[src/rrsb_alu_pkg.sv]
package rrsb_alu_pkg;

    // ------------------------------------------------------------
    // operation codes
    // ------------------------------------------------------------
    typedef enum logic [2:0] {
        rotate_mem_right = 3'h0,
        rotate_right_to_wreg = 3'h1,
        rotate_mem_right_thru_borrow_bit = 3'h2,
        rotate_right_thru_borrow_bit_to_wreg = 3'h3,
        subtract_borrow_to_wreg = 3'h4,
        subtract_borrow_to_mem = 3'h5
    } alu_op_t;

    localparam int unsigned DATA_W = 8;
    localparam int unsigned OP_W = 3;

    // ------------------------------------------------------------
    // status flag vector layout
    // ------------------------------------------------------------
    localparam int unsigned FLAG_W = 6;
    localparam int unsigned FLAG_CARRY_POS = 0;
    localparam int unsigned FLAG_ZERO_POS = 1;
    localparam int unsigned FLAG_HALF_POS = 2;
    localparam int unsigned FLAG_WRAP_POS = 3;
    localparam int unsigned FLAG_SCHAIN_POS = 4;
    localparam int unsigned FLAG_CNULL_POS = 5;

    // ------------------------------------------------------------
    // reset values
    // ------------------------------------------------------------
    localparam logic [7:0] WREG_RESET = 8'h00;
    localparam logic [5:0] FLAGS_RESET = 6'h00;
    localparam logic [7:0] MEM_DATA_RESET = 8'h00;

    // highest legal operation code
    localparam logic [2:0] OP_LAST = 3'h5;

endpackage : rrsb_alu_pkg

[src/rotate_right_subtract_borrow_alu.sv]
`timescale 1ns/10ps

// How it works
// - A plain right rotate to memory moves every bit one place down, wraps bit 0 into bit 7, writes memory, and touches no flag.
// - The plain right rotate to the working register gives the same wrapped result in the working register, leaving memory and flags alone.
// - The right rotate through carry to memory rotates a nine-bit ring: old carry enters bit 7 and old bit 0 becomes the new carry, result to memory.
// - The right rotate through carry to the working register does the same ring rotation, loads the working register, updates carry and leaves memory.
// - Subtract with borrow computes working register minus memory operand, minus one more when carry is 0.
// - The register form writes the difference to the working register; the memory form writes it to memory and keeps the working register.
// - After a subtract with borrow, carry is 0 when a borrow occurred and 1 when the true result is zero or positive.
// - Subtract with borrow updates all six status flags, while the through-carry rotates change only carry.
module rotate_right_subtract_borrow_alu (
    // clock and reset
    input wire logic core_clk_i,
    input wire logic rst_n_i,
    // operation request
    input wire logic op_valid_i,
    input wire logic [rrsb_alu_pkg::OP_W-1:0] op_code_i,
    input wire logic [rrsb_alu_pkg::DATA_W-1:0] mem_operand_i,
    // side loads from the rest of the core
    input wire logic wreg_load_i,
    input wire logic [rrsb_alu_pkg::DATA_W-1:0] wreg_load_data_i,
    input wire logic flags_load_i,
    input wire logic [rrsb_alu_pkg::FLAG_W-1:0] flags_load_data_i,
    // memory write-back
    output logic mem_wr_en_o,
    output logic [rrsb_alu_pkg::DATA_W-1:0] mem_wr_data_o,
    // architectural state
    output logic [rrsb_alu_pkg::DATA_W-1:0] working_register_o,
    output logic carry_flag_o,
    output logic zero_flag_o,
    output logic half_byte_borrow_flag_o,
    output logic sign_wrap_flag_o,
    output logic signed_chain_flag_o,
    output logic chained_null_flag_o,
    // completion
    output logic op_done_o,
    output logic op_illegal_o
);
    import rrsb_alu_pkg::*;

    // ------------------------------------------------------------
    // decode helpers
    // ------------------------------------------------------------

    // true when the result goes to data memory
    function automatic logic to_memory(input logic [2:0] code);
        to_memory = (code == rotate_mem_right) || (code == rotate_mem_right_thru_borrow_bit) ||
                    (code == subtract_borrow_to_mem);
    endfunction : to_memory

    // true when the code is one this slice executes
    function automatic logic is_legal(input logic [2:0] code);
        is_legal = (code <= OP_LAST);
    endfunction : is_legal

    // ------------------------------------------------------------
    // state
    // ------------------------------------------------------------
    logic [7:0] wreg;
    logic [5:0] flags;
    logic [7:0] mem_data;
    logic mem_we;
    logic done;
    logic illegal;

    logic [7:0] next_wreg;
    logic [5:0] next_flags;
    logic [7:0] next_mem_data;

    // ------------------------------------------------------------
    // operation decode
    // ------------------------------------------------------------
    logic op_ok;
    logic op_bad;
    logic dest_mem;
    logic is_rot_plain;
    logic is_rot_carry;
    logic is_sub;

    assign op_ok = op_valid_i & is_legal(op_code_i);
    assign op_bad = op_valid_i & ~is_legal(op_code_i);
    assign dest_mem = to_memory(op_code_i);
    assign is_rot_plain = (op_code_i == rotate_mem_right) || (op_code_i == rotate_right_to_wreg);
    assign is_rot_carry = (op_code_i == rotate_mem_right_thru_borrow_bit) ||
                          (op_code_i == rotate_right_thru_borrow_bit_to_wreg);
    assign is_sub = (op_code_i == subtract_borrow_to_wreg) || (op_code_i == subtract_borrow_to_mem);

    // ------------------------------------------------------------
    // rotate datapath
    // ------------------------------------------------------------
    logic [7:0] rot_plain;
    logic [7:0] rot_carry;
    logic old_carry;

    assign old_carry = flags[FLAG_CARRY_POS];

    // bits 0..6 take the bit above them in both rotate forms
    genvar gi;
    generate
        for (gi = 0; gi < 7; gi++) begin : g_shift
            assign rot_plain[gi] = mem_operand_i[gi+1];
            assign rot_carry[gi] = mem_operand_i[gi+1];
        end
    endgenerate

    // top bit: wrapped bit 0, or the old carry
    assign rot_plain[7] = mem_operand_i[0];
    assign rot_carry[7] = old_carry;

    // ------------------------------------------------------------
    // subtract datapath
    // ------------------------------------------------------------
    logic [7:0] sub_diff;
    logic sub_carry;
    logic sub_zero;
    logic sub_half;
    logic sub_wrap;
    logic sub_schain;
    logic sub_cnull;

    sub_borrow_unit u_sub (
        .minuend_i(wreg),
        .subtrahend_i(mem_operand_i),
        .carry_in_i(old_carry),
        .chained_null_in_i(flags[FLAG_CNULL_POS]),
        .diff_o(sub_diff),
        .carry_o(sub_carry),
        .zero_o(sub_zero),
        .half_byte_borrow_flag_o(sub_half),
        .sign_wrap_flag_o(sub_wrap),
        .signed_chain_flag_o(sub_schain),
        .chained_null_flag_o(sub_cnull)
    );

    // ------------------------------------------------------------
    // result selection
    // ------------------------------------------------------------
    logic [7:0] result;
    logic [5:0] sub_flags;
    logic [5:0] rot_flags;

    assign result = is_rot_plain ? rot_plain : (is_rot_carry ? rot_carry : sub_diff);

    // full flag set from the subtractor
    assign sub_flags = {sub_cnull, sub_schain, sub_wrap, sub_half, sub_zero, sub_carry};

    // through-carry rotates replace only carry with old bit 0
    assign rot_flags = {flags[5:1], mem_operand_i[0]};

    // working register: written by register-destination forms, or by a side load when no request is present
    assign next_wreg = (op_ok && !dest_mem) ? result :
                       (op_valid_i ? wreg : (wreg_load_i ? wreg_load_data_i : wreg)); // loads ignored under any request

    // flags: plain rotates keep all, carry rotates change carry, subtracts change six
    assign next_flags = (op_ok && is_sub) ? sub_flags :
                        (op_ok && is_rot_carry) ? rot_flags :
                        (op_valid_i ? flags : (flags_load_i ? flags_load_data_i : flags));

    // memory data is only updated by memory-destination forms
    assign next_mem_data = (op_ok && dest_mem) ? result : mem_data;

    // ------------------------------------------------------------
    // registers
    // ------------------------------------------------------------
    always_ff @(posedge core_clk_i) begin
        if (!rst_n_i) begin
            wreg <= WREG_RESET;
            flags <= FLAGS_RESET;
            mem_data <= MEM_DATA_RESET;
        end else begin
            wreg <= next_wreg;
            flags <= next_flags;
            mem_data <= next_mem_data;
        end
    end

    // write strobe and completion pulses
    always_ff @(posedge core_clk_i) begin
        if (!rst_n_i) begin
            mem_we <= 1'b0;
            done <= 1'b0;
            illegal <= 1'b0;
        end else begin
            mem_we <= op_ok & dest_mem;
            done <= op_ok;
            illegal <= op_bad;
        end
    end

    // ------------------------------------------------------------
    // outputs
    // ------------------------------------------------------------
    assign mem_wr_en_o = mem_we;
    assign mem_wr_data_o = mem_data;
    assign working_register_o = wreg;
    assign carry_flag_o = flags[FLAG_CARRY_POS];
    assign zero_flag_o = flags[FLAG_ZERO_POS];
    assign half_byte_borrow_flag_o = flags[FLAG_HALF_POS];
    assign sign_wrap_flag_o = flags[FLAG_WRAP_POS];
    assign signed_chain_flag_o = flags[FLAG_SCHAIN_POS];
    assign chained_null_flag_o = flags[FLAG_CNULL_POS];
    assign op_done_o = done;
    assign op_illegal_o = illegal;

endmodule : rotate_right_subtract_borrow_alu

[src/sub_borrow_unit.sv]
`timescale 1ns/10ps

module sub_borrow_unit (
    // operands
    input wire logic [7:0] minuend_i,
    input wire logic [7:0] subtrahend_i,
    input wire logic carry_in_i,
    input wire logic chained_null_in_i,
    // results
    output logic [7:0] diff_o,
    output logic carry_o,
    output logic zero_o,
    output logic half_byte_borrow_flag_o,
    output logic sign_wrap_flag_o,
    output logic signed_chain_flag_o,
    output logic chained_null_flag_o
);
    import rrsb_alu_pkg::*;

    // ------------------------------------------------------------
    // subtraction with incoming borrow
    // ------------------------------------------------------------
    logic borrow_in;
    logic [8:0] full_diff;
    logic [4:0] nib_diff;

    // inverted carry acts as the incoming borrow
    assign borrow_in = ~carry_in_i;
    assign full_diff = {1'b0, minuend_i} - {1'b0, subtrahend_i} - {8'h00, borrow_in};
    assign nib_diff = {1'b0, minuend_i[3:0]} - {1'b0, subtrahend_i[3:0]} - {4'h0, borrow_in};

    // ------------------------------------------------------------
    // result and flags
    // ------------------------------------------------------------
    assign diff_o = full_diff[7:0];
    // carry is 1 when no borrow, 0 when the true result is negative
    assign carry_o = ~full_diff[8];
    assign zero_o = (full_diff[7:0] == 8'h00);
    // low nibble borrow, same polarity as carry
    assign half_byte_borrow_flag_o = ~nib_diff[4];
    // signed overflow: operand signs differ and result sign left the minuend's
    assign sign_wrap_flag_o = (minuend_i[7] ^ subtrahend_i[7]) & (full_diff[7] ^ minuend_i[7]);
    // true sign of the signed result, corrected by overflow
    assign signed_chain_flag_o = full_diff[7] ^ sign_wrap_flag_o;
    // zero across a multi-byte chain: this byte zero and all earlier ones zero
    assign chained_null_flag_o = zero_o & chained_null_in_i;

endmodule : sub_borrow_unit
[config.mk]
export PLATFORM = sky130hd
export DESIGN_NAME = rotate_right_subtract_borrow_alu
export DESIGN_NICKNAME = d
export VERILOG_FILES = /design/src/rrsb_alu_pkg.sv /design/src/rotate_right_subtract_borrow_alu.sv /design/src/sub_borrow_unit.sv
export SDC_FILE = /design/constraint.sdc
export NUM_CORES = 1
export LEC_CHECK = 0
export BUFFER_PORTS_ARGS = -buffer_cell sky130_fd_sc_hd__buf_2
export CORE_UTILIZATION = 43
export DETAILED_ROUTE_END_ITERATION = 10
export PLACE_DENSITY = 0.79
export SETUP_SLACK_MARGIN = 0.02
export SYNTH_ARGS = -nofsm -noshare
export SYNTH_HDL_FRONTEND = slang
export SYNTH_SLANG_ARGS = --single-unit
export TNS_END_PERCENT = 5
[constraint.sdc]
create_clock -name core_clk_i -period 2.7 [get_ports core_clk_i]
set_input_delay 0.135 -clock core_clk_i [delete_from_list [all_inputs] [get_ports core_clk_i]]
set_output_delay 0.135 -clock core_clk_i [all_outputs]
set_load 0.005 [all_outputs]
# == Yosys cells after proc, flatten, opt, wreduce, memory -nomap -nowiden ==
# Cells that the tools add are included.
# Widths: inputs -> output; s select.
# word_totals
regBits,25
inputBits,30
output_inout_bits,25
# classes
n_addsub,4
order_cmp,1
eq_ne,9
n_mux,9
n_bitwise,12
n_reduce_logical,18
# ops
cell,n
$mux 8,5
$mux 6,4
$sub 8x8->9,1
$sub 9x1->9,1
$logic_not 8->1,1
$eq 3x2->1 const B,2
$eq 3x3->1 const B,2
$and 1x1->1,5
$logic_or 1x1->1,5
$sub 4x4->5,1
$sub 5x1->5,1
$logic_and 1x1->1,4
$ne 2x1->1 const B,2
$not 1->1,4
$reduce_and 2->1,2
$reduce_bool 2->1,2
$eq 3x1->1 const B,1
$le 3x3->1 const B,1
$logic_not 3->1,1
$ne 3x1->1 const B,1
$reduce_and 3->1,1
$reduce_bool 3->1,1
$xor 1x1->1,3
$ne 2x2->1 const B,1
$logic_not 1->1,1

# == Longest topological paths before layout ==
# logic_depth
ltp_word,7
mapped_depth,10
mapped_depth_nobuf,10

# == By module ==
# From an unflattened synthesis, not the netlist that was laid out.
# unflattened
hier_cells,205
hier_area_um2,1829.3
# modules_own_cells
module,n_inst,cells_each,area_each_um2
rotate_right_subtract_borrow_alu,1,124,1219.9
sub_borrow_unit,1,81,609.3

# == Worst setup path before layout ==
# Ideal clock, no wire load.
# synth_path
kind,reg-to-reg
from,"register wreg[0], in the netlist working_register_o[0]"
to,register flags[5]
setup_ns,0.088
t_arrival_ns,2.307
required_time_ns,2.612
slack_ns,0.305
path_stages_with_launch,10
cell_sequence,dfxtp_1 inv_1 fa_1 fa_1 a21boi_1 nor2_1 xnor2_1 nor4_2 nand3b_4 a311oi_2
# synth_via
elab_chain_cells,5
# synth_rtl
element,line_no,source
start: declaration,rotate_right_subtract_borrow_alu.sv:60,logic [7:0] wreg;
start signal: assignment,rotate_right_subtract_borrow_alu.sv:172,wreg <= next_wreg;
$sub 8x8->9,sub_borrow_unit.sv:29,"assign full_diff = {1'b0, minuend_i} - {1'b0, subtrahend_i} - {8'h00, borrow_in};"
$sub 9x1->9,sub_borrow_unit.sv:29,
$logic_not 8->1,sub_borrow_unit.sv:38,assign zero_o = (full_diff[7:0] == 8'h00);
$and 1x1->1,sub_borrow_unit.sv:46,assign chained_null_flag_o = zero_o & chained_null_in_i;
$mux 6,rotate_right_subtract_borrow_alu.sv:156,assign next_flags = (op_ok && is_sub) ? sub_flags :
end signal: assignment,rotate_right_subtract_borrow_alu.sv:173,flags <= next_flags;
end: declaration,rotate_right_subtract_borrow_alu.sv:61,logic [5:0] flags;
# No other way between the ends.
# A chain may end at the register's enable or synchronous reset.

# == Worst setup path after layout ==
# layout_path
from,register flags[0]
to,register flags[5]
# layout_via
elab_chain_cells,5
# layout_rtl
element,line_no,source
$not 1->1,sub_borrow_unit.sv:28,assign borrow_in = ~carry_in_i;
$sub 9x1->9,sub_borrow_unit.sv:29,
$logic_not 8->1,sub_borrow_unit.sv:38,
$and 1x1->1,sub_borrow_unit.sv:46,
$mux 6,rotate_right_subtract_borrow_alu.sv:156,
# No other way between the ends.

==> impl_metrics.ini <==
[detailed_routing]
vias = 1584
wl_per_cell_um = 13.57
viasPerCell = 5.193
drt_pass1_iterations = 5
totalWireLength_mm = 4.139
routed-wl-met3_um = 261
wl_met2_mm = 1.958
drt_iter0_markers = 58
top_layer = met4
drc = 0
met1_length_mm = 1.867
drtAntennaViolNets = 0

[global_routing]
grt_overflow_total = 0
track_usage_pct = 20.20
grt_max_degree = 17
grt_pass1_wl_mm = 6.534
antenna_found_initial = 0
grt_pass1_vias = 1421

[timing]
tightest_slew_ns = 0.5425
max-slew-margin-rel_pct = 63.79
drv_slew = 0
setup_viol = 0
fin_crit_sh_pct = 92.08
period_minus_slack_ns = 2.486
hold_viol_final = 0
max_freq_mhz = 402.2
tns_ns = 0
rsz0062_at_grt = no
fin_skew_ns = 0.008761

[critical_path]
critPathCaptureType = flip-flop
critical_path_arrival_ns = 2.68
crit_fanout = 3
crit_path_start_kind = flip-flop
cp.required_ns = 2.89
critical_path_class = reg2reg
reg2reg_depth = 9

[clocking]
clk_pin_slew_ns = 0.09
cts_made_buffers = 3
clockBufferDepth = 2
clock_latency_ns = 0.27
cts_hold_buf = 0
clockRootBuffer = clkbuf_8
clock_sinks = 25
cts_tree = done
htree_levels = 1
cts_resized = 0
cts_setup_buffers = 0

[layout]
fillCellCount = 362
finalInstanceArea_um2 = 2061
drive_gt1_share_pct = 26.85
nets = 304
final_common_cell = buf_2
final_cell_mix = 54 x buf_2, 28 x inv_1, 25 x nor2_1, 25 x dfxtp_1
diodes = 0
area_delta_synth_final_pct = 21.28

[synthesis]
synth_area_um2 = 1699
synthFlopType = dfxtp_1
synth_edf_count = 0
ys_ff_latch = 25
async_flop_share_pct = 0
syn_nets = 252
avgSynthCellArea_um2 = 8.248
synth_cell_types = 42
yosysSeqAreaShare_pct = 29.46
syn_inst = 206
yosys_warnings = 0

[floorplan]
core_area_um2 = 3716
io_pins = 55
die_area_um2 = 4207
rows = 22
die_w_um = 64.86
start_util_pct = 45.72
die_h_um = 64.86

[pwr]
sw_frac_of_total_pct = 36.05
seqPwrFrac_pct = 38.0
power.density_nw_per_um2 = 529.0
p_int_uw = 697.1
combPwrFrac_pct = 41.4
switching_power_uw = 393.1
clkPwrFrac_pct = 20.7
leakage_nw = 0.9967
ir_worst_vdd_uv = 302.0

[place]
hpwl_mm = 3.390
gp_congestion = 0.8276
io_buffers = 54
post_dp_cell_area_um2 = 2006

[run_status]
outcome = complete, no violations

[job]
maxCapViolCount = 0

[worst_hold_path]
whs_path_depth = 3
hold_class = in2reg
metrics by stage:
step	cells	setup WS (ns)	power (mW)	hold slack, ns	utilization, %
5_1_grt	305	0.02563	1.160	0.1267	55.45
6_report	305	0.2139	1.090	0.1208	55.45
3_5_place_dp	301	0.1545	0.8652	0.3993	53.97
3_3_place_gp	301	0.2376	0.8551	0.3920	53.97
2_1_floorplan	206	0.3051	0.7417	0.2247	-
4_1_cts	305	0.1252	1.088	0.1185	55.22
final cells by class:
type                    instances  area (um2)  area share [%]
clock buffers                   3       41.29           2.004
clock inverters                 1       5.005          0.2429
inverters                      28       105.1           5.100
multi-input cells             144        1064           51.61
flip-flops and latches         25       500.5           24.29
well taps                      48       60.06           2.914
repair buffers                 56       285.3           13.84
worst paths after layout:
| check | from | to | slack (ns) |
|---|---|---|---|
| setup / recovery | flags[0] | flags[5] | 0.21 |
| hold / removal | wreg_load_data_i[0] | working_register_o[0] | 0.12 |
| setup reg to reg | flags[0] | flags[5] | 0.21 |
| hold reg to reg | mem_wr_data_o[5] | mem_wr_data_o[5] | 0.48 |
worst max-delay path: stages, from the launching register on:
cell      delay [ns]
dfxtp_1         0.36
inv_1           0.08
fa_1            0.51
inv_1           0.05
ha_1            0.28
xnor2_1         0.21
nand4_1         0.18
nor4_4          0.37
nand3b_4        0.11
a311oi_2        0.26
power by group through the flow:
stage,logic [mW],clock network [mW],registers (mW)
after global placement,0.434,0,0.421
after global routing,0.499,0.243,0.418
after CTS,0.444,0.230,0.414
final,0.451,0.225,0.414
after detailed placement,0.443,0,0.423
after floorplan,0.318,0,0.424
synthesized netlist by cell type, types with 4 or more instances:
cell	number	share of area (%)
mux2i_1	6	3.5
nor2b_1	4	1.5
ha_1	14	10
clkbuf_1	7	1.5
xor2_1	5	2.6
xnor2_1	4	2.1
o21ai_0	4	1.2
nor2_1	25	5.5
a21oi_1	14	4.1
a221oi_1	4	2.1
o22ai_1	5	1.8
a211oi_1	13	5.7
inv_1	28	6.2
dfxtp_1	25	29
nand2_1	14	3.1
routing by layer:
metal | global-route usage [%] | vias up
met5 | 0 | -
met4 | 2.500 | 0
met3 | 4.754 | 6
met2 | 34.64 | 53
met1 | 26.13 | 714
li1 | - | 811
sequential cells by signal (all words and copies together), names as in the netlist:
register            count
mem_wr_data_o           8
op_done_o               1
mem_wr_en_o             1
flags                   6
working_register_o      8
op_illegal_o            1
logic make-up (layout without fill, tap and decap cells):
group / Yosys count / after routing / share of synthesized area [%]
compound gates: 53 / 53 / 22.39
xor+xnor: 10 / 10 / 5.596
flops: 25 / 25 / 29.46
simple gates: 58 / 58 / 17.23
mux: 7 / 7 / 4.197
fa+ha+maj: 16 / 16 / 12.67
buf+inv: 37 / 88 / 8.468
(Power assumes the default switching activity.)
